==> src/rtl/dpc_pkg.sv <==
// Purpose: Shared constants for the data path configuration block
// Assumes: AXI4-Lite register access with 32-bit data, 8-bit byte addresses
// Notes:   Printed offsets are register indices; byte address is four times the index
package dpc_pkg;

  // ----------------------------------------------------------------
  // Register map
  // ----------------------------------------------------------------
  localparam logic [7:0] DPC_CFG_INDEX     = 8'h0e;
  localparam logic [7:0] DPC_CFG_ADDR      = 8'(DPC_CFG_INDEX * 4);
  localparam logic [7:0] DPC_STATUS_INDEX  = 8'h10;
  localparam logic [7:0] DPC_STATUS_ADDR   = 8'(DPC_STATUS_INDEX * 4);

  // ----------------------------------------------------------------
  // Field positions and reset value
  // ----------------------------------------------------------------
  localparam int         DPC_WORD_SEL_BIT  = 0;
  localparam int         DPC_LANE_ORD_BIT  = 1;
  localparam int         DPC_LONG_ADDR_BIT = 2;
  localparam int         DPC_LOOP_SEL_BIT  = 3;
  localparam int         DPC_AUTO_INIT_BIT = 4;
  localparam int         DPC_FT_LO_BIT     = 5;
  localparam int         DPC_FT_HI_BIT     = 6;
  localparam logic [7:0] DPC_CFG_RESET     = 8'h04;
  localparam logic [7:0] DPC_CFG_MASK      = 8'h7f;

  // ----------------------------------------------------------------
  // FIFO thresholds in bytes, and transmit offset
  // ----------------------------------------------------------------
  localparam logic [4:0] DPC_THR_BYTES_0   = 5'h02;
  localparam logic [4:0] DPC_THR_BYTES_1   = 5'h04;
  localparam logic [4:0] DPC_THR_BYTES_2   = 5'h08;
  localparam logic [4:0] DPC_THR_BYTES_3   = 5'h0c;
  localparam logic [5:0] DPC_TX_THR_OFFSET = 6'h0d;

  // ----------------------------------------------------------------
  // AXI responses
  // ----------------------------------------------------------------
  localparam logic [1:0] DPC_RESP_OKAY     = 2'h0;
  localparam logic [1:0] DPC_RESP_SLVERR   = 2'h2;
  localparam logic [1:0] DPC_RESP_DECERR   = 2'h3;

  typedef enum logic {DPC_B_IDLE, DPC_B_RUN} dpc_burst_state_t;

endpackage
==> src/rtl/dpc_data_path_config.sv <==
// Purpose: Data path configuration register and its effects on the DMA memory bus
// Assumes: AXI4-Lite master keeps one read and one write in flight at most
// Notes:   Configuration register is write-only; a status word mirrors live state
`timescale 1ns/100ps
`default_nettype none
module dpc_data_path_config #(
  parameter int ADDR_W = 8
) (
  // Clock and reset
  input  wire logic              REF_CLK,
  input  wire logic              NRST,
  // AXI4-Lite write channels
  input  wire logic [ADDR_W-1:0] S_AXI_AWADDR,
  input  wire logic              S_AXI_AWVALID,
  output logic                   S_AXI_AWREADY,
  input  wire logic [31:0]       S_AXI_WDATA,
  input  wire logic [3:0]        S_AXI_WSTRB,
  input  wire logic              S_AXI_WVALID,
  output logic                   S_AXI_WREADY,
  output logic [1:0]             S_AXI_BRESP,
  output logic                   S_AXI_BVALID,
  input  wire logic              S_AXI_BREADY,
  // AXI4-Lite read channels
  input  wire logic [ADDR_W-1:0] S_AXI_ARADDR,
  input  wire logic              S_AXI_ARVALID,
  output logic                   S_AXI_ARREADY,
  output logic [31:0]            S_AXI_RDATA,
  output logic [1:0]             S_AXI_RRESP,
  output logic                   S_AXI_RVALID,
  input  wire logic              S_AXI_RREADY,
  // Configuration outputs
  output logic                   WORD_MODE,
  output logic                   LANE_SWAP,
  output logic                   LONG_ADDR,
  output logic                   LOOPBACK_EN,
  output logic                   AUTO_REMOVE_EN,
  output logic [3:0]             BURST_LEN,
  // FIFO levels and memory bus arbitration
  input  wire logic              RX_ACTIVE,
  input  wire logic [4:0]        RX_FIFO_BYTES,
  input  wire logic              TX_ACTIVE,
  input  wire logic [4:0]        TX_FIFO_BYTES,
  input  wire logic              BUS_GRANT,
  input  wire logic              XFER_ACK,
  output logic                   BUS_REQ,
  output logic                   BURST_ACTIVE,
  output logic                   BURST_DONE,
  // Send-packet command
  input  wire logic              SEND_CMD,
  output logic                   AUTO_REMOVE_START,
  output logic                   SEND_REJECT,
  // DMA transfer formatting
  input  wire logic              DMA_VALID,
  input  wire logic [15:0]       DMA_ADDR,
  input  wire logic [15:0]       REMOTE_START,
  input  wire logic [15:0]       DMA_DATA_IN,
  output logic                   MEM_VALID,
  output logic [31:0]            MEM_ADDR,
  output logic [15:0]            MEM_DATA
);
  import dpc_pkg::*;

  // ----------------------------------------------------------------
  // Bus slave state
  // ----------------------------------------------------------------
  logic              aw_held_q, aw_held_d;
  logic              w_held_q,  w_held_d;
  logic [ADDR_W-1:0] awaddr_q,  awaddr_d;
  logic [31:0]       wdata_q,   wdata_d;
  logic [3:0]        wstrb_q,   wstrb_d;
  logic              awready_d, wready_d, bvalid_d, arready_d, rvalid_d;
  logic [1:0]        bresp_d,   rresp_d;
  logic [31:0]       rdata_d;
  logic              do_write;
  logic [7:0]        cfg_q,     cfg_d;
  logic              configured_q, configured_d;
  logic [31:0]       status_word;

  // ----------------------------------------------------------------
  // Burst and command state
  // ----------------------------------------------------------------
  dpc_burst_state_t  b_state_q, b_state_d;
  logic [3:0]        burst_left_q, burst_left_d;
  logic              bus_req_d, burst_active_d, burst_done_d;
  logic              auto_start_d, send_reject_d;
  logic [4:0]        thr_bytes;
  logic [5:0]        tx_sum;
  logic              rx_want, tx_want;

  assign do_write    = aw_held_q && w_held_q && !S_AXI_BVALID;
  assign status_word = {18'h00000, burst_left_q, BURST_ACTIVE, configured_q, cfg_q};

  // ----------------------------------------------------------------
  // Register bus
  // ----------------------------------------------------------------
  always_comb begin
    aw_held_d    = aw_held_q;
    w_held_d     = w_held_q;
    awaddr_d     = awaddr_q;
    wdata_d      = wdata_q;
    wstrb_d      = wstrb_q;
    bvalid_d     = S_AXI_BVALID;
    bresp_d      = S_AXI_BRESP;
    rvalid_d     = S_AXI_RVALID;
    rresp_d      = S_AXI_RRESP;
    rdata_d      = S_AXI_RDATA;
    cfg_d        = cfg_q;
    configured_d = configured_q;
    if (S_AXI_AWVALID && S_AXI_AWREADY) begin
      aw_held_d = 1'b1;
      awaddr_d  = S_AXI_AWADDR;
    end
    if (S_AXI_WVALID && S_AXI_WREADY) begin
      w_held_d = 1'b1;
      wdata_d  = S_AXI_WDATA;
      wstrb_d  = S_AXI_WSTRB;
    end
    if (S_AXI_BVALID && S_AXI_BREADY) begin
      bvalid_d = 1'b0;
    end
    if (do_write) begin
      aw_held_d = 1'b0;
      w_held_d  = 1'b0;
      bvalid_d  = 1'b1;
      if (awaddr_q == ADDR_W'(DPC_CFG_ADDR)) begin
        bresp_d = DPC_RESP_OKAY;
        if (wstrb_q[0]) begin
          cfg_d        = wdata_q[7:0] & DPC_CFG_MASK;
          configured_d = 1'b1;
        end
      end else if (awaddr_q == ADDR_W'(DPC_STATUS_ADDR)) begin
        bresp_d = DPC_RESP_SLVERR;
      end else begin
        bresp_d = DPC_RESP_DECERR;
      end
    end
    if (S_AXI_RVALID && S_AXI_RREADY) begin
      rvalid_d = 1'b0;
    end
    if (S_AXI_ARVALID && S_AXI_ARREADY) begin
      rvalid_d = 1'b1;
      rdata_d  = 32'h0000_0000;
      if (S_AXI_ARADDR == ADDR_W'(DPC_CFG_ADDR)) begin
        rresp_d = DPC_RESP_SLVERR;
      end else if (S_AXI_ARADDR == ADDR_W'(DPC_STATUS_ADDR)) begin
        rresp_d = DPC_RESP_OKAY;
        rdata_d = status_word;
      end else begin
        rresp_d = DPC_RESP_DECERR;
      end
    end
    awready_d = !aw_held_d && !bvalid_d;
    wready_d  = !w_held_d && !bvalid_d;
    arready_d = !rvalid_d;
  end

  always_ff @(posedge REF_CLK or negedge NRST) begin
    if (!NRST) begin
      aw_held_q     <= 1'b0;
      w_held_q      <= 1'b0;
      awaddr_q      <= '0;
      wdata_q       <= 32'h0000_0000;
      wstrb_q       <= 4'h0;
      S_AXI_AWREADY <= 1'b0;
      S_AXI_WREADY  <= 1'b0;
      S_AXI_BVALID  <= 1'b0;
      S_AXI_BRESP   <= 2'h0;
      S_AXI_ARREADY <= 1'b0;
      S_AXI_RVALID  <= 1'b0;
      S_AXI_RRESP   <= 2'h0;
      S_AXI_RDATA   <= 32'h0000_0000;
      cfg_q         <= DPC_CFG_RESET;
      configured_q  <= 1'b0;
    end else begin
      aw_held_q     <= aw_held_d;
      w_held_q      <= w_held_d;
      awaddr_q      <= awaddr_d;
      wdata_q       <= wdata_d;
      wstrb_q       <= wstrb_d;
      S_AXI_AWREADY <= awready_d;
      S_AXI_WREADY  <= wready_d;
      S_AXI_BVALID  <= bvalid_d;
      S_AXI_BRESP   <= bresp_d;
      S_AXI_ARREADY <= arready_d;
      S_AXI_RVALID  <= rvalid_d;
      S_AXI_RRESP   <= rresp_d;
      S_AXI_RDATA   <= rdata_d;
      cfg_q         <= cfg_d;
      configured_q  <= configured_d;
    end
  end

  // ----------------------------------------------------------------
  // Mode outputs
  // ----------------------------------------------------------------
  always_ff @(posedge REF_CLK or negedge NRST) begin
    if (!NRST) begin
      WORD_MODE      <= 1'b0;
      LANE_SWAP      <= 1'b0;
      LONG_ADDR      <= 1'b1;
      LOOPBACK_EN    <= 1'b1;
      AUTO_REMOVE_EN <= 1'b0;
      BURST_LEN      <= 4'h2;
    end else begin
      WORD_MODE      <= cfg_q[DPC_WORD_SEL_BIT];
      LANE_SWAP      <= cfg_q[DPC_LANE_ORD_BIT] && cfg_q[DPC_WORD_SEL_BIT];
      LONG_ADDR      <= cfg_q[DPC_LONG_ADDR_BIT];
      LOOPBACK_EN    <= !cfg_q[DPC_LOOP_SEL_BIT];
      AUTO_REMOVE_EN <= cfg_q[DPC_AUTO_INIT_BIT];
      // Burst counts transfers: words in word mode, bytes otherwise
      BURST_LEN      <= cfg_q[DPC_WORD_SEL_BIT] ? thr_bytes[4:1] : thr_bytes[3:0];
    end
  end

  // ----------------------------------------------------------------
  // Thresholds and memory bus bursts
  // ----------------------------------------------------------------
  always_comb begin
    case (cfg_q[DPC_FT_HI_BIT:DPC_FT_LO_BIT])
      2'h0:    thr_bytes = DPC_THR_BYTES_0;
      2'h1:    thr_bytes = DPC_THR_BYTES_1;
      2'h2:    thr_bytes = DPC_THR_BYTES_2;
      default: thr_bytes = DPC_THR_BYTES_3;
    endcase
  end

  assign tx_sum  = {1'b0, TX_FIFO_BYTES} + {1'b0, thr_bytes};
  assign rx_want = RX_ACTIVE && (RX_FIFO_BYTES >= thr_bytes);
  assign tx_want = TX_ACTIVE && (tx_sum <= DPC_TX_THR_OFFSET);

  always_comb begin
    b_state_d      = b_state_q;
    burst_left_d   = burst_left_q;
    bus_req_d      = BUS_REQ;
    burst_active_d = BURST_ACTIVE;
    burst_done_d   = 1'b0;
    case (b_state_q)
      DPC_B_IDLE: begin
        bus_req_d = rx_want || tx_want;
        if (BUS_REQ && BUS_GRANT) begin
          b_state_d      = DPC_B_RUN;
          burst_left_d   = BURST_LEN;
          burst_active_d = 1'b1;
          bus_req_d      = 1'b1;
        end
      end
      default: begin
        if (XFER_ACK) begin
          burst_left_d = burst_left_q - 4'h1;
          if (burst_left_q == 4'h1) begin
            b_state_d      = DPC_B_IDLE;
            burst_active_d = 1'b0;
            burst_done_d   = 1'b1;
            bus_req_d      = 1'b0;
          end
        end
      end
    endcase
  end

  // Send-packet runs only with auto-initialise set
  always_comb begin
    auto_start_d  = SEND_CMD && cfg_q[DPC_AUTO_INIT_BIT];
    send_reject_d = SEND_CMD && !cfg_q[DPC_AUTO_INIT_BIT];
  end

  always_ff @(posedge REF_CLK or negedge NRST) begin
    if (!NRST) begin
      b_state_q         <= DPC_B_IDLE;
      burst_left_q      <= 4'h0;
      BUS_REQ           <= 1'b0;
      BURST_ACTIVE      <= 1'b0;
      BURST_DONE        <= 1'b0;
      AUTO_REMOVE_START <= 1'b0;
      SEND_REJECT       <= 1'b0;
    end else begin
      b_state_q         <= b_state_d;
      burst_left_q      <= burst_left_d;
      BUS_REQ           <= bus_req_d;
      BURST_ACTIVE      <= burst_active_d;
      BURST_DONE        <= burst_done_d;
      AUTO_REMOVE_START <= auto_start_d;
      SEND_REJECT       <= send_reject_d;
    end
  end

  // ----------------------------------------------------------------
  // Address and lane formatting
  // ----------------------------------------------------------------
  dpc_lane_mux u_lane_mux (
    .clk          (REF_CLK),
    .nrst         (NRST),
    .word_mode    (WORD_MODE),
    .lane_swap    (LANE_SWAP),
    .long_addr    (LONG_ADDR),
    .xfer_valid   (DMA_VALID),
    .xfer_addr    (DMA_ADDR),
    .remote_start (REMOTE_START),
    .xfer_data    (DMA_DATA_IN),
    .mem_valid    (MEM_VALID),
    .mem_addr     (MEM_ADDR),
    .mem_data     (MEM_DATA)
  );

  // ----------------------------------------------------------------
  // Checks
  // ----------------------------------------------------------------
  a_power_up_long: assert property (@(posedge REF_CLK) disable iff (!NRST)
    !configured_q |-> cfg_q[DPC_LONG_ADDR_BIT] && LONG_ADDR)
    else $error("long address select not set before first write");

  a_cfg_write_full: assert property (@(posedge REF_CLK) disable iff (!NRST)
    do_write && awaddr_q == ADDR_W'(DPC_CFG_ADDR) && wstrb_q[0]
    |=> cfg_q == ($past(wdata_q[7:0]) & DPC_CFG_MASK) ##1 WORD_MODE == cfg_q[DPC_WORD_SEL_BIT])
    else $error("configuration write not applied to every field");

  a_cfg_hold: assert property (@(posedge REF_CLK) disable iff (!NRST)
    !do_write |=> $stable(cfg_q))
    else $error("configuration changed without a write");

  a_bit7_ignored: assert property (@(posedge REF_CLK) disable iff (!NRST)
    !cfg_q[7] && !status_word[7])
    else $error("unused bit seven stored");

  a_swap_byte_mode: assert property (@(posedge REF_CLK) disable iff (!NRST)
    !WORD_MODE |-> !LANE_SWAP)
    else $error("lane swap active in byte mode");

  a_loopback_sel: assert property (@(posedge REF_CLK) disable iff (!NRST)
    $fell(cfg_q[DPC_LOOP_SEL_BIT]) |=> LOOPBACK_EN)
    else $error("loopback not entered");

  a_send_gate: assert property (@(posedge REF_CLK) disable iff (!NRST)
    SEND_CMD |=> (AUTO_REMOVE_START == $past(cfg_q[DPC_AUTO_INIT_BIT])) && (SEND_REJECT != AUTO_REMOVE_START))
    else $error("send command gating wrong");

  a_rx_request: assert property (@(posedge REF_CLK) disable iff (!NRST)
    b_state_q == DPC_B_IDLE && RX_ACTIVE && RX_FIFO_BYTES >= thr_bytes |=> BUS_REQ)
    else $error("bus not requested at receive threshold");

  a_tx_threshold: assert property (@(posedge REF_CLK) disable iff (!NRST)
    b_state_q == DPC_B_IDLE && !RX_ACTIVE && TX_ACTIVE && tx_sum > DPC_TX_THR_OFFSET
    && !(BUS_REQ && BUS_GRANT) |=> !BUS_REQ)
    else $error("transmit request below threshold");

  a_burst_length: assert property (@(posedge REF_CLK) disable iff (!NRST)
    $rose(BURST_ACTIVE) |-> burst_left_q == $past(BURST_LEN) && burst_left_q != 4'h0)
    else $error("burst length differs from threshold");

endmodule
`default_nettype wire

==> src/rtl/dpc_lane_mux.sv <==
// Purpose: Memory bus address and data lane formatting for one DMA transfer
// Assumes: Mode inputs come from registers of the configuration block
// Notes:   Output stage is registered; one cycle from DMA_VALID to mem_valid
`timescale 1ns/100ps
`default_nettype none
module dpc_lane_mux (
  // Clock and reset
  input  wire logic        clk,
  input  wire logic        nrst,
  // Modes
  input  wire logic        word_mode,
  input  wire logic        lane_swap,
  input  wire logic        long_addr,
  // Transfer in
  input  wire logic        xfer_valid,
  input  wire logic [15:0] xfer_addr,
  input  wire logic [15:0] remote_start,
  input  wire logic [15:0] xfer_data,
  // Memory bus out
  output logic             mem_valid,
  output logic [31:0]      mem_addr,
  output logic [15:0]      mem_data
);

  logic        valid_d;
  logic [31:0] addr_d;
  logic [15:0] data_d;

  always_comb begin
    valid_d = xfer_valid;
    addr_d  = mem_addr;
    data_d  = mem_data;
    if (xfer_valid) begin
      // Word mode: 32k words, lowest address line held low
      addr_d[15:0]  = word_mode ? {xfer_addr[14:0], 1'b0} : xfer_addr;
      addr_d[31:16] = long_addr ? remote_start : 16'h0000;
      if (!word_mode) begin
        data_d = {8'h00, xfer_data[7:0]};
      end else if (lane_swap) begin
        data_d = {xfer_data[7:0], xfer_data[15:8]};
      end else begin
        data_d = xfer_data;
      end
    end
  end

  always_ff @(posedge clk or negedge nrst) begin
    if (!nrst) begin
      mem_valid <= 1'b0;
      mem_addr  <= 32'h0000_0000;
      mem_data  <= 16'h0000;
    end else begin
      mem_valid <= valid_d;
      mem_addr  <= addr_d;
      mem_data  <= data_d;
    end
  end

  a_word_a0_low: assert property (@(posedge clk) disable iff (!nrst)
    xfer_valid && word_mode |=> mem_valid && !mem_addr[0])
    else $error("word transfer drove address bit zero high");

  a_upper_address: assert property (@(posedge clk) disable iff (!nrst)
    xfer_valid && long_addr |=> mem_addr[31:16] == $past(remote_start))
    else $error("upper address does not carry remote start address");

  a_byte_lanes: assert property (@(posedge clk) disable iff (!nrst)
    xfer_valid && word_mode && lane_swap |=> mem_data == {$past(xfer_data[7:0]), $past(xfer_data[15:8])})
    else $error("byte lanes not swapped in word mode");

endmodule
`default_nettype wire

==> config.mk <==
export PLATFORM = sky130hd
export DESIGN_NAME = dpc_data_path_config
export DESIGN_NICKNAME = d
export VERILOG_FILES = /design/src/rtl/dpc_pkg.sv /design/src/rtl/dpc_data_path_config.sv /design/src/rtl/dpc_lane_mux.sv
export SDC_FILE = /design/constraint.sdc
export NUM_CORES = 1
export LEC_CHECK = 0
export BUFFER_PORTS_ARGS = -buffer_cell sky130_fd_sc_hd__buf_2
export CAP_MARGIN = 10
export CORE_ASPECT_RATIO = 1.2
export CORE_UTILIZATION = 43
export CTS_BUF_LIST = sky130_fd_sc_hd__clkbuf_16
export DETAILED_ROUTE_END_ITERATION = 10
export GPL_TIMING_DRIVEN = 0
export PLACE_DENSITY = 0.74
export SLEW_MARGIN = 40
export SYNTH_ARGS = -nofsm -noshare
export SYNTH_HDL_FRONTEND = slang
export SYNTH_SLANG_ARGS = --single-unit
==> constraint.sdc <==
create_clock -name REF_CLK -period 1.8 [get_ports REF_CLK]
set_input_delay 0.54 -clock REF_CLK [delete_from_list [all_inputs] [get_ports REF_CLK]]
set_output_delay 0.54 -clock REF_CLK [all_outputs]
set_load 0.005 [all_outputs]
Word-level counts from Yosys, hierarchy flattened --
Index checks and enable logic that the tools add are counted.
Storage, ports and cells: register bits after elaboration 135, input port bits 123, output and inout bits 104, logic and storage cells 109
Cells by class: add/sub/neg operators 2, $lt $le $gt $ge 2, eq/ne operators 9, multiplexer cells 36, reductions and logical operators 29
Operators with widths (number):
- 16-bit two-way mux | 4
- 14-bit two-way mux | 2
- 1-bit two-way mux | 22
- 8-bit by 6-bit == test with 1-bit output, second input constant | 2
- 8-bit by 7-bit == test with 1-bit output, second input constant | 2
- 4-bit two-way mux | 4
- 1-bit logical AND | 15
- 4-bit one-hot mux with 3 select lines | 1
- 1-bit zero test | 7
- 5-bit by 5-bit adder with 6-bit output | 1
- 6-bit by 4-bit less-or-equal comparator with 1-bit output, second input constant | 1
- 2-bit two-way mux | 3
- 3-bit AND reduction | 2
- 5-bit greater-or-equal comparator | 1
- 4-bit by 1-bit == test with 1-bit output, second input constant | 1
- 2-bit AND reduction | 2
- 4-bit by 1-bit subtractor with 4-bit output, second input constant | 1
- 2-bit by 1-bit == test with 1-bit output, second input constant | 1
- 2-bit == test, second input constant | 1
- 2-bit zero test | 1
- 2-bit by 1-bit != test with 1-bit output, second input constant | 1
- 2-bit != test, second input constant | 1
- 2-bit nonzero test | 1
- 1-bit logical OR | 1

Depth between registers and ports, before layout --
Gate-level depths: netlist of the first run.
depth after elaboration 8, depth in mapped cells 8, depth with buffers taken out 8

Modules after synthesis --
Synthesis of the first run repeated with hierarchy kept, for this count alone.
Unflattened totals: cells, all modules 455, area total of the unflattened synthesis 5172.5 µm²
By module, submodules not included:
- dpc_data_path_config | times used 1, cells an instance 234, area an instance 2917.8 µm², sequential area each 1681.6 µm²
- dpc_lane_mux | times used 1, cells an instance 221, area an instance 2254.7 µm², sequential area each 1226.2 µm²

Least setup slack after synthesis of the first run --
OpenSTA, ideal clock, no wires.
path kind flip-flop to flip-flop, start point register cfg_q[6], end point register BUS_REQ, setup time 0.142 ns, arrival time 1.627 ns, required time 1.658 ns, setup slack 0.032 ns, stages on the path, launching flop included 9, path buffers 0, clock period less this slack 1.768 ns, path through dfrtp_1 nor2_1 ha_1 inv_1 fa_1 xnor2_1 nand3b_1 o211ai_1 a32oi_1
Between the ends: word-level cells in the longest chain between the ends 8, elaborated cells between the ends (all ways) 12, those cells by class 1 x add/sub; 2 x order compare; 2 x eq/ne; 3 x mux; 4 x reduce/logical
Ends and longest elaborated chain:
- start: declaration | line dpc_data_path_config.sv:75 | logic [7:0] cfg_q, cfg_d;
- start signal: assignment | line dpc_data_path_config.sv:188 | cfg_q <= cfg_d;
- 2-bit == test (tied with other cells) | line dpc_data_path_config.sv:219 | case (cfg_q[DPC_FT_HI_BIT:DPC_FT_LO_BIT])
- 4-bit one-hot mux with 3 select lines (*) | line dpc_data_path_config.sv:219
- 5-bit by 5-bit adder with 6-bit output | line dpc_data_path_config.sv:227 | assign tx_sum = {1'b0, TX_FIFO_BYTES} + {1'b0, thr_bytes};
- 6-bit by 4-bit less-or-equal comparator with 1-bit output | line dpc_data_path_config.sv:229 | assign tx_want = TX_ACTIVE && (tx_sum <= DPC_TX_THR_OFFSET);
- 1-bit logical AND | line dpc_data_path_config.sv:229
- 1-bit logical OR (*) | line dpc_data_path_config.sv:239 | bus_req_d = rx_want || tx_want;
- 1-bit two-way mux (*) | line dpc_data_path_config.sv:240 | if (BUS_REQ && BUS_GRANT) begin
- 1-bit two-way mux (*) | line dpc_data_path_config.sv:237 | case (b_state_q)
- end signal: assignment | line dpc_data_path_config.sv:279 | BUS_REQ <= bus_req_d;
- end: declaration | line dpc_data_path_config.sv:45 | output logic BUS_REQ,
Mark *: on every way between the ends. The rest lies on a longest branch, timed or not. A chain may end at the register's enable or synchronous reset.

Worst setup path after layout of the first run --
start point register awaddr_q[7], end point register cfg_q[5]
Between the ends: word-level cells in the longest chain between the ends 2
Ends and longest elaborated chain:
- start: declaration | line dpc_data_path_config.sv:68 | logic [ADDR_W-1:0] awaddr_q, awaddr_d;
- start signal: assignment | line dpc_data_path_config.sv:177 | awaddr_q <= awaddr_d;
- 8-bit by 6-bit == test with 1-bit output | line dpc_data_path_config.sv:125 | if (awaddr_q == ADDR_W'(DPC_CFG_ADDR)) begin
- 3-bit AND reduction (no line)
No other way between the ends.

==> results of run 1 <==
-- cells in the final DEF, fill, tap and decap left out, types with 2 or more instances in the layout --
cell type   count
a21oi_1        29
a22o_1         13
a32oi_1         3
and2_1          3
buf_1           2
buf_2         180
buf_4          26
bufinv_16       2
clkbuf_1       14
clkbuf_16      17
clkinv_1        3
clkinv_2        4
clkinvlp_4      3
conb_1         19
dfrtp_1       110
dfrtp_2         2
dfstp_2         4
ha_1            7
inv_1          40
mux2_2         17
mux2_4          7
mux2i_1        33
nand2_1        18
nand3_1        22
nand3b_1        2
nand4b_1        3
nor2_1         32
nor2_4          2
nor2b_1         3
nor3_1          2
o211ai_1        2
o21ai_0        23
o22ai_1         8
or2_2           3
or4_4           2
-- layer usage --
layer	global-route usage, %	up-vias	share of wire, %
li1	-	1946	-
met1	24.3	1931	39
met2	36.2	168	50
met3	7.46	17	8.3
met4	9.60	0	2.2
met5	0	-	0
-- critical path, stage by stage (launching register included) --
cell and delay (ps):
dfrtp_1 390, or4_4 540, nor2_4 130, and3_4 300
mux2_4 310
-- report_power, final --
part	switching [mW]	leakage (nW)	total, mW	internal [mW]
combinational	0.723	1.74	1.49	0.768
clock	1.13	0.275	3.12	1.99
sequential	0.318	1.45	3.41	3.09
-- timing repair --
item	in CTS	in global routing
gates cloned	0	0
pin swaps	5	5
gates resized for setup	10	7
endpoints found under the setup margin	8	8
setup buffers	5	1
-- final cells by class --
class	instances	share of cell area, %
buffer	39	3.28
timing repair buffer	185	14.2
clock buffer	17	6.20
inverter	37	2.02
tap	154	2.81
multi-input combinational	269	27.2
sequential	116	42.4
clock inverter	15	1.82
-- flip-flops by register name, summed over array words and instances, names as in the netlist, 2 cells and up --
| register | flops |
|---|---|
| S_AXI_RDATA | 13 |
| S_AXI_RRESP | 2 |
| wdata_q | 7 |
| awaddr_q | 8 |
| u_lane_mux.mem_data | 16 |
| cfg_q | 7 |
| S_AXI_BRESP | 2 |
| u_lane_mux.mem_addr | 32 |
| BURST_LEN | 4 |
| burst_left_q | 4 |
-- how the worst max path moves through the flow --
| stage | start | endpoint | slack (ps) | cells past startpoint |
|---|---|---|---|---|
| floorplan | cfg_q[6]$_DFFE_PN0P_ | BUS_REQ$_DFFE_PN0P_ | 30 | 8 |
| CTS | awaddr_q[7]$_DFFE_PN0P_ | cfg_q[3]$_DFFE_PN0P_ | -4 | 4 |
| detailed placement | cfg_q[6]$_DFFE_PN0P_ | BUS_REQ$_DFFE_PN0P_ | -270 | 8 |
| global route | cfg_q[5]$_DFFE_PN0P_ | BUS_REQ$_DFFE_PN0P_ | -100 | 7 |
| finish | awaddr_q[7]$_DFFE_PN0P_ | cfg_q[5]$_DFFE_PN0P_ | 5 | 4 |
| global placement | NRST | awaddr_q[2]$_DFFE_PN0P_ | -1150 | 1 |
-- per-stage QoR --
step,instance area (µm²),setup slack [ps],TNS (ps),hold slack [ps]
6_report,6860,5.04,0,45.8
3_5_place_dp,6220,-272,-6940,380
2_1_floorplan,5090,31.6,0,244
3_3_place_gp,6180,-1150,-136370,377
4_1_cts,6830,-4.13,-4.84,61.0
5_1_grt,6860,-97.7,-265,64.7
-- cell families (layout without fill, tap and decap cells) --
logic type               after synthesis  count (layout)  share of synthesized area, %
AO/OA/AOI/OAI                         83              83                          10.1
adder cells (fa/ha/maj)                9               9                          2.39
XOR/XNOR                               1               1                         0.174
buffers and inverters                 77             293                          7.47
flip-flops                           116             116                          57.8
other                                  1              19                        0.0746
multiplexers                          57              57                          11.9
AND/OR/NAND/NOR                      100             100                          10.0
==> flow_metrics.env, run 1 <==
export IMPL_ctsRootBufferMaster="clkbuf_16"
export IMPL_worst_slew_pin_transition_ps=518
export IMPL_synth_area_leader_cell="dfrtp_1"
export IMPL_status="finished clean"
export IMPL_antenna_left=0
export IMPL_cts_buffers_inserted=17
export IMPL_fill_cells=940
export IMPL_die_area_um2=12100
export IMPL_worstHoldPathType="in2async"
export IMPL_diodes=0
export IMPL_placed_cells=795
export IMPL_yosysSeqAreaShare_pct=57.8
export IMPL_grt_max_degree=60
export IMPL_cap_violations=0
export IMPL_rr_worst_depth=4
export IMPL_ctsHoldBuffers=0
export IMPL_avgViaCountPerCell=4.88
export IMPL_gp_congestion=0.770
export IMPL_syn_area_per_cell_um2=11.3
export IMPL_htreeDepth=4
export IMPL_drt_wl_total_um=12400
export IMPL_synth_ff_type="dfrtp_1"
export IMPL_post_route_min_period_ps=1790
export IMPL_p_leak_nw=3.47
export IMPL_clk_pin_slew_ps=50
export IMPL_skew_ps=8.15
export IMPL_grt_antenna_before_repair=0
export IMPL_synth_most_common_cell="dfrtp_1"
export IMPL_io_pins=227
export IMPL_critPathRequiredTime_ps=2080
export IMPL_yosys_register_bits=116
export IMPL_rsz0062_at_grt="yes"
export IMPL_grt_ovfl_total=0
export IMPL_fmax_mhz=557
export IMPL_fin_total_pwr_mw=8.02
export IMPL_cp_max_fo=8
export IMPL_coreArea_um2=11200
export IMPL_post_drt_wl_per_cell_um=14.9
export IMPL_startpoint_type="flop"
export IMPL_instances_no_fill=832
export IMPL_multi_input_area_um2=1870
export IMPL_yosys_warnings=0
export IMPL_synthTopCellsByArea="dfrtp_1 56%, mux2i_1 6.6%, mux2_2 5.4%, buf_4 3.0%, a21oi_1 2.9%"
export IMPL_synth_async_sr_flop_share_pct=100
export IMPL_cts_sinks=116
export IMPL_grt_pass1_wl_um=19800
export IMPL_track_usage_pct=21.4
export IMPL_area_growth_pct=36.4
export IMPL_die_w_um=101
export IMPL_post_route_util_pct=61.3
export IMPL_crit_type="reg2reg"
export IMPL_first_pass_iters=4
export IMPL_vias=4062
export IMPL_final_nets=797
export IMPL_die_h_um=120
export IMPL_start_util_pct=44.9
export IMPL_finalMaxSlewViolations=0
export IMPL_power_density_nw_per_um2=1170
export IMPL_std_cell_rows=42
export IMPL_cp_end_kind="flop"
export IMPL_synth_enable_flop_cells=0
export IMPL_synth_top_area_share_pct=55.7
export IMPL_finalSetupViolCount=0
export IMPL_drc=0
export IMPL_rr_endpoint="cfg_q[5]$_DFFE_PN0P_"
export IMPL_finalHoldViolCount=0
export IMPL_period_share_pct=99.7
export IMPL_drive_gt1_share_pct=40.9
export IMPL_dpl_hpwl_um=9250
export IMPL_netlist_top_cells_count="112 x dfrtp_1, 37 x inv_1, 34 x nor2_1"
export IMPL_crit_arrival_ps=2080
export IMPL_synth_cells=444
export IMPL_ir_drop_v=0.000708
export IMPL_maxSlewHeadroom_pct=65.5
export IMPL_tritoncts="built"
export IMPL_grt_pass1_vias=4139
export IMPL_synth_cell_area_um2=5030
export IMPL_first_iter_violations=107
export IMPL_r2r_start="awaddr_q[7]$_DFFE_PN0P_"
export IMPL_yosysUniqueCellTypes=42
export IMPL_port_buffers=178
export IMPL_regArea_um2=2910
export IMPL_clock_path_buffers=2
export IMPL_clk_latency_ps=400
export IMPL_rrSetupSlack_ps=5
(Power assumes the default switching activity.)
==> inputs of run 2 (changes only) <==
- CORE_MARGIN: unset -> 2
==> flow_metrics.env, run 2 (synthesis results as in run 1) <==
export IMPL_grt_antenna_before_repair=0
export IMPL_cap_violations=0
export IMPL_rrSetupSlack_ps=-10
export IMPL_track_usage_pct=20.6
export IMPL_critPathRequiredTime_ps=2080
export IMPL_avgViaCountPerCell=4.85
export IMPL_drc=0
export IMPL_clk_pin_slew_ps=50
export IMPL_drt_wl_total_um=12800
export IMPL_startpoint_type="flop"
export IMPL_cp_end_kind="flop"
export IMPL_die_h_um=122
export IMPL_fin_ws_ps=-11.0
export IMPL_drive_gt1_share_pct=40.9
export IMPL_finalHoldViolCount=0
export IMPL_rr_endpoint="cfg_q[6]$_DFFE_PN0P_"
export IMPL_vias=4043
export IMPL_clock_path_buffers=2
export IMPL_cts_buffers_inserted=17
export IMPL_power_density_nw_per_um2=1220
export IMPL_die_area_um2=12600
export IMPL_rr_worst_depth=4
export IMPL_first_iter_violations=77
export IMPL_fill_cells=979
export IMPL_fmax_mhz=552
export IMPL_antenna_left=0
export IMPL_gp_congestion=0.766
export IMPL_placed_cell_area_um2=6220
export IMPL_instances_no_fill=834
export IMPL_p_leak_nw=3.50
export IMPL_io_pins=227
export IMPL_skew_ps=11.1
export IMPL_largest_register_ff_count=32
export IMPL_ctsRootBufferMaster="clkbuf_16"
export IMPL_final_nets=796
export IMPL_grt_max_degree=69
export IMPL_std_cell_rows=43
export IMPL_port_buffers=178
export IMPL_post_drt_wl_per_cell_um=15.4
export IMPL_cts_sinks=116
export IMPL_area_growth_pct=37.9
export IMPL_placed_cells=798
export IMPL_diodes=0
export IMPL_rsz0062_at_grt="yes"
export IMPL_start_util_pct=43.9
export IMPL_final_area_um2=6930
export IMPL_finalMaxSlewViolations=0
export IMPL_coreArea_um2=11500
export IMPL_worstHoldPathType="in2async"
export IMPL_maxSlewHeadroom_pct=65.0
export IMPL_period_share_pct=101
export IMPL_first_pass_iters=4
export IMPL_reg_top3="u_lane_mux.mem_addr x32, u_lane_mux.mem_data x16, S_AXI_RDATA x13"
export IMPL_grt_pass1_vias=4070
export IMPL_htreeDepth=4
export IMPL_finalSetupViolCount=6
export IMPL_fin_total_pwr_mw=8.46
export IMPL_clk_latency_ps=410
export IMPL_grt_pass1_wl_um=19700
export IMPL_dpl_hpwl_um=9390
export IMPL_grt_ovfl_total=0
export IMPL_post_route_min_period_ps=1810
export IMPL_r2r_start="awaddr_q[7]$_DFFE_PN0P_"
export IMPL_ir_drop_v=0.000842
export IMPL_crit_type="reg2reg"
export IMPL_status="finished, violations left"
export IMPL_ctsHoldBuffers=0
export IMPL_die_w_um=103
export IMPL_cp_max_fo=8
export IMPL_tritoncts="built"
export IMPL_final_common_cell="buf_2"
export IMPL_whs_ps=92.8
export IMPL_top_register="u_lane_mux.mem_addr"
export IMPL_violations="setup timing"
export IMPL_worst_slew_pin_transition_ps=526
export IMPL_final_cell_mix="180 x buf_2, 110 x dfrtp_1, 39 x inv_1, 33 x mux2i_1, 32 x nor2_1"
export IMPL_crit_arrival_ps=2090
## run 2: per-stage QoR
step | setup TNS [ps] | setup slack (ps) | utilization (%)
3_5_place_dp | -6890 | -275 | 54.3
5_1_grt | -460 | -140 | 60.5
6_report | -26.8 | -11.0 | 60.5
2_1_floorplan | 0 | 31.6 | -
3_3_place_gp | -133610 | -1140 | 53.9
4_1_cts | -38.5 | -38.5 | 60.2
## run 2: final cells by class
class,count,area [µm²],share of cell area [%]
plain buffers,39,225,3.25
clock buffers,17,425,6.14
clock inverters,15,198,2.85
inverters,37,139,2.00
multi-input cells,269,1870,27.0
flip-flops and latches,116,2910,42.0
well taps,157,196,2.83
repair buffers,184,966,13.9
## run 2: what timing repair did
action,CTS,global route
setup buffers,4,1
pin swaps,8,9
endpoints found under the setup margin,8,7
resized for setup,12,7
## run 2: worst max-delay path by stage
stage                       startpoint  slack, ps                      end  depth (start not counted)
2_1_floorplan     cfg_q[6]$_DFFE_PN0P_         30      BUS_REQ$_DFFE_PN0P_                          8
3_3_place_gp                      NRST      -1140  awaddr_q[1]$_DFFE_PN0P_                          1
3_5_place_dp      cfg_q[6]$_DFFE_PN0P_       -270      BUS_REQ$_DFFE_PN0P_                          8
4_1_cts           cfg_q[5]$_DFFE_PN0P_        -40      BUS_REQ$_DFFE_PN0P_                          8
5_1_grt           cfg_q[6]$_DFFE_PN0P_       -140      BUS_REQ$_DFFE_PN0P_                          8
6_report       awaddr_q[7]$_DFFE_PN0P_        -10     cfg_q[6]$_DFFE_PN0P_                          4
## run 2: per-layer routing
| layer | up-vias | global-route usage, % | share of wire (%) |
|---|---|---|---|
| li1 | 1940 | - | - |
| met1 | 1959 | 23.6 | 40 |
| met2 | 136 | 36.3 | 53 |
| met3 | 8 | 5.69 | 6.2 |
| met4 | 0 | 7.75 | 0.84 |
| met5 | - | 0 | 0 |
## run 2: critical path, stage by stage (launching register included)
cell and delay, ps:
dfrtp_1 370, or4_4 560, nor2_4 140, and3_4 300
mux2_4 320
## run 2: power by group
part / internal, mW / switching (mW)
registers: 3.09 / 0.327
logic: 0.754 / 0.724
clock network: 2.42 / 1.15
==> inputs of run 3 (changes only) <==
- SYNTH_HIERARCHICAL: unset -> 1
==> flow_metrics.env, run 3 <==
export IMPL_critPathRequiredTime_ps=2080
export IMPL_synth_async_sr_flop_share_pct=100
export IMPL_dpl_hpwl_um=9550
export IMPL_period_share_pct=98.7
export IMPL_clock_path_buffers=2
export IMPL_synth_cells=455
export IMPL_status="finished clean"
export IMPL_first_pass_iters=5
export IMPL_grt_ovfl_total=0
export IMPL_drive_gt1_share_pct=42.5
export IMPL_post_place_ws_ps=-273
export IMPL_final_common_cell="buf_2"
export IMPL_grt_pass1_vias=4097
export IMPL_yosysUniqueCellTypes=46
export IMPL_post_drt_wl_per_cell_um=14.9
export IMPL_final_nets=804
export IMPL_grt_pass1_wl_um=20000
export IMPL_r2r_start="awaddr_q[2]$_DFFE_PN0P_"
export IMPL_track_usage_pct=19.7
export IMPL_die_area_um2=12900
export IMPL_netlist_top_cells_count="112 x dfrtp_1, 37 x inv_1, 34 x nor2_1"
export IMPL_route_met2_wl_um=6530
export IMPL_critPathTopFamily="simple AND/OR/NAND/NOR gates"
export IMPL_top_layer_used="met4"
export IMPL_ctsRootBufferMaster="clkbuf_16"
export IMPL_top_register="u_lane_mux/mem_addr"
export IMPL_synth_area_leader_cell="dfrtp_1"
export IMPL_fin_total_pwr_mw=8.03
export IMPL_first_iter_violations=158
export IMPL_synth_top_area_share_pct=54.2
export IMPL_reg_top3="u_lane_mux/mem_addr x32, u_lane_mux/mem_data x16, S_AXI_RDATA x13"
export IMPL_skew_ps=14.4
export IMPL_antenna_left=0
export IMPL_drt_wl_total_um=12600
export IMPL_yosysSeqAreaShare_pct=56.2
export IMPL_io_pins=227
export IMPL_largest_register_ff_count=32
export IMPL_post_route_min_period_ps=1780
export IMPL_synth_most_common_cell="dfrtp_1"
export IMPL_synth_cell_area_um2=5170
export IMPL_worstHoldPathType="in2async"
export IMPL_port_buffers=178
export IMPL_cts_sinks=116
export IMPL_startpoint_type="flop"
export IMPL_tritoncts="built"
export IMPL_grt_antenna_before_repair=0
export IMPL_syn_area_per_cell_um2=11.4
export IMPL_crit_arrival_ps=2050
export IMPL_diodes=0
export IMPL_cp_end_kind="flop"
export IMPL_path_buf_inv=0
export IMPL_clk_pin_slew_ps=50
export IMPL_p_leak_nw=3.50
export IMPL_ir_drop_v=0.00107
export IMPL_synth_ff_type="dfrtp_1"
export IMPL_yosys_register_bits=116
export IMPL_coreArea_um2=11700
export IMPL_area_growth_pct=35.0
export IMPL_final_area_um2=6980
export IMPL_avgViaCountPerCell=4.91
export IMPL_finalMaxSlewViolations=0
export IMPL_std_cell_rows=43
export IMPL_drt_met1_wl_um=5240
export IMPL_vias=4133
export IMPL_tns_ps=0
export IMPL_die_w_um=104
export IMPL_critPathMaxStageDelay_ps=550
export IMPL_fin_ws_ps=23.0
export IMPL_cap_violations=0
export IMPL_die_h_um=124
export IMPL_final_cell_mix="185 x buf_2, 110 x dfrtp_1, 39 x inv_1, 32 x nor2_1"
export IMPL_drc=0
export IMPL_placed_cell_area_um2=6360
export IMPL_crit_slowest_cell="or4_4"
export IMPL_start_util_pct=44.3
export IMPL_crit_chain="or4_4 -> nor2_4 -> and3_4 -> mux2_2"
export IMPL_crit_type="reg2reg"
export IMPL_grt_max_degree=74
export IMPL_cp_max_fo=8
export IMPL_yosys_warnings=6
export IMPL_critPathLaunch="awaddr_q[2]$_DFFE_PN0P_"
export IMPL_fmax_mhz=563
export IMPL_gp_congestion=0.890
export IMPL_finalSetupViolCount=0
export IMPL_synthTopCellsByArea="dfrtp_1 54%, mux2_2 5.2%, mux2i_1 4.8%, buf_4 3.3%, inv_1 2.7%"
export IMPL_rsz0062_at_grt="yes"
export IMPL_clk_latency_ps=400
export IMPL_cts_buffers_inserted=17
export IMPL_power_density_nw_per_um2=1150
export IMPL_htreeDepth=4
export IMPL_wl_met3_um=712
export IMPL_synth_enable_flop_cells=0
export IMPL_finalHoldViolCount=0
run 3: timing repair:
item                       CTS  global route
pin swaps                    1             4
setup endpoints to repair    7             7
setup buffers                2             0
resized for setup           10             7
hold buffers                 0             0
run 3: cell type report:
type,count,area [µm²]
Fill cell,1014,4690
Sequential cell,116,2910
Multi-Input combinational cell,276,1930
Timing Repair Buffer,181,943
Clock buffer,17,425
Buffer,43,312
Tap cell,157,196
Inverter,37,139
Clock inverter,15,126
run 3: stage by stage:
step	std cells	utilization, %	hold slack (ps)
6_report	842	59.8	23.4
3_5_place_dp	809	54.5	374
5_1_grt	842	59.8	39.7
4_1_cts	842	59.6	31.0
3_3_place_gp	808	54.2	369
2_1_floorplan	473	-	244
run 3: per-layer routing:
metal | GRT usage [%] | vias to the layer above
met1 | 23.7 | 1999
met3 | 4.92 | 9
met5 | 0 | -
met4 | 6.67 | 0
met2 | 35.0 | 159
li1 | - | 1966
run 3: path summary, 6_finish.rpt:
| kind | cells after the start | slack [ps] | endpoint |
|---|---|---|---|
| worst max register to register | 4 | 20 | cfg_q[5]$_DFFE_PN0P_ |
| worst max-delay path | 4 | 20 | cfg_q[5]$_DFFE_PN0P_ |
| min in group REF_CLK | 1 | 270 | u_lane_mux/mem_valid$_DFF_PN0_ |
| worst min-delay path | 1 | 20 | u_lane_mux/mem_addr[4]$_DFFE_PN0P_ |
| worst min register to register | 0 | 370 | LONG_ADDR$_DFF_PN1_ |
| max in group asynchronous | 2 | 1060 | LOOPBACK_EN$_DFF_PN1_ |
run 3: worst reg2reg max path: stages, from the launching register on:
cell	delay (ps)
dfrtp_1	370
or4_4	550
nor2_4	100
and3_4	280
mux2_2	350
run 3: kinds of logic (layout without fill, tap and decap cells):
logic type	count (synthesis)	after routing	share of synthesized area [%]
compound gates	94	94	11.6
xor+xnor	4	4	0.677
fa+ha+maj	9	9	2.32
buf+inv	81	293	8.93
flops	116	116	56.2
mux	49	49	10.1
other cells	1	19	0.0725
simple gates	101	101	10.1
run 3: power breakdown:
group / internal, mW / switching [mW]
sequential: 3.09 / 0.325
combinational: 0.782 / 0.714
clock: 1.99 / 1.12
total: 5.87 / 2.16
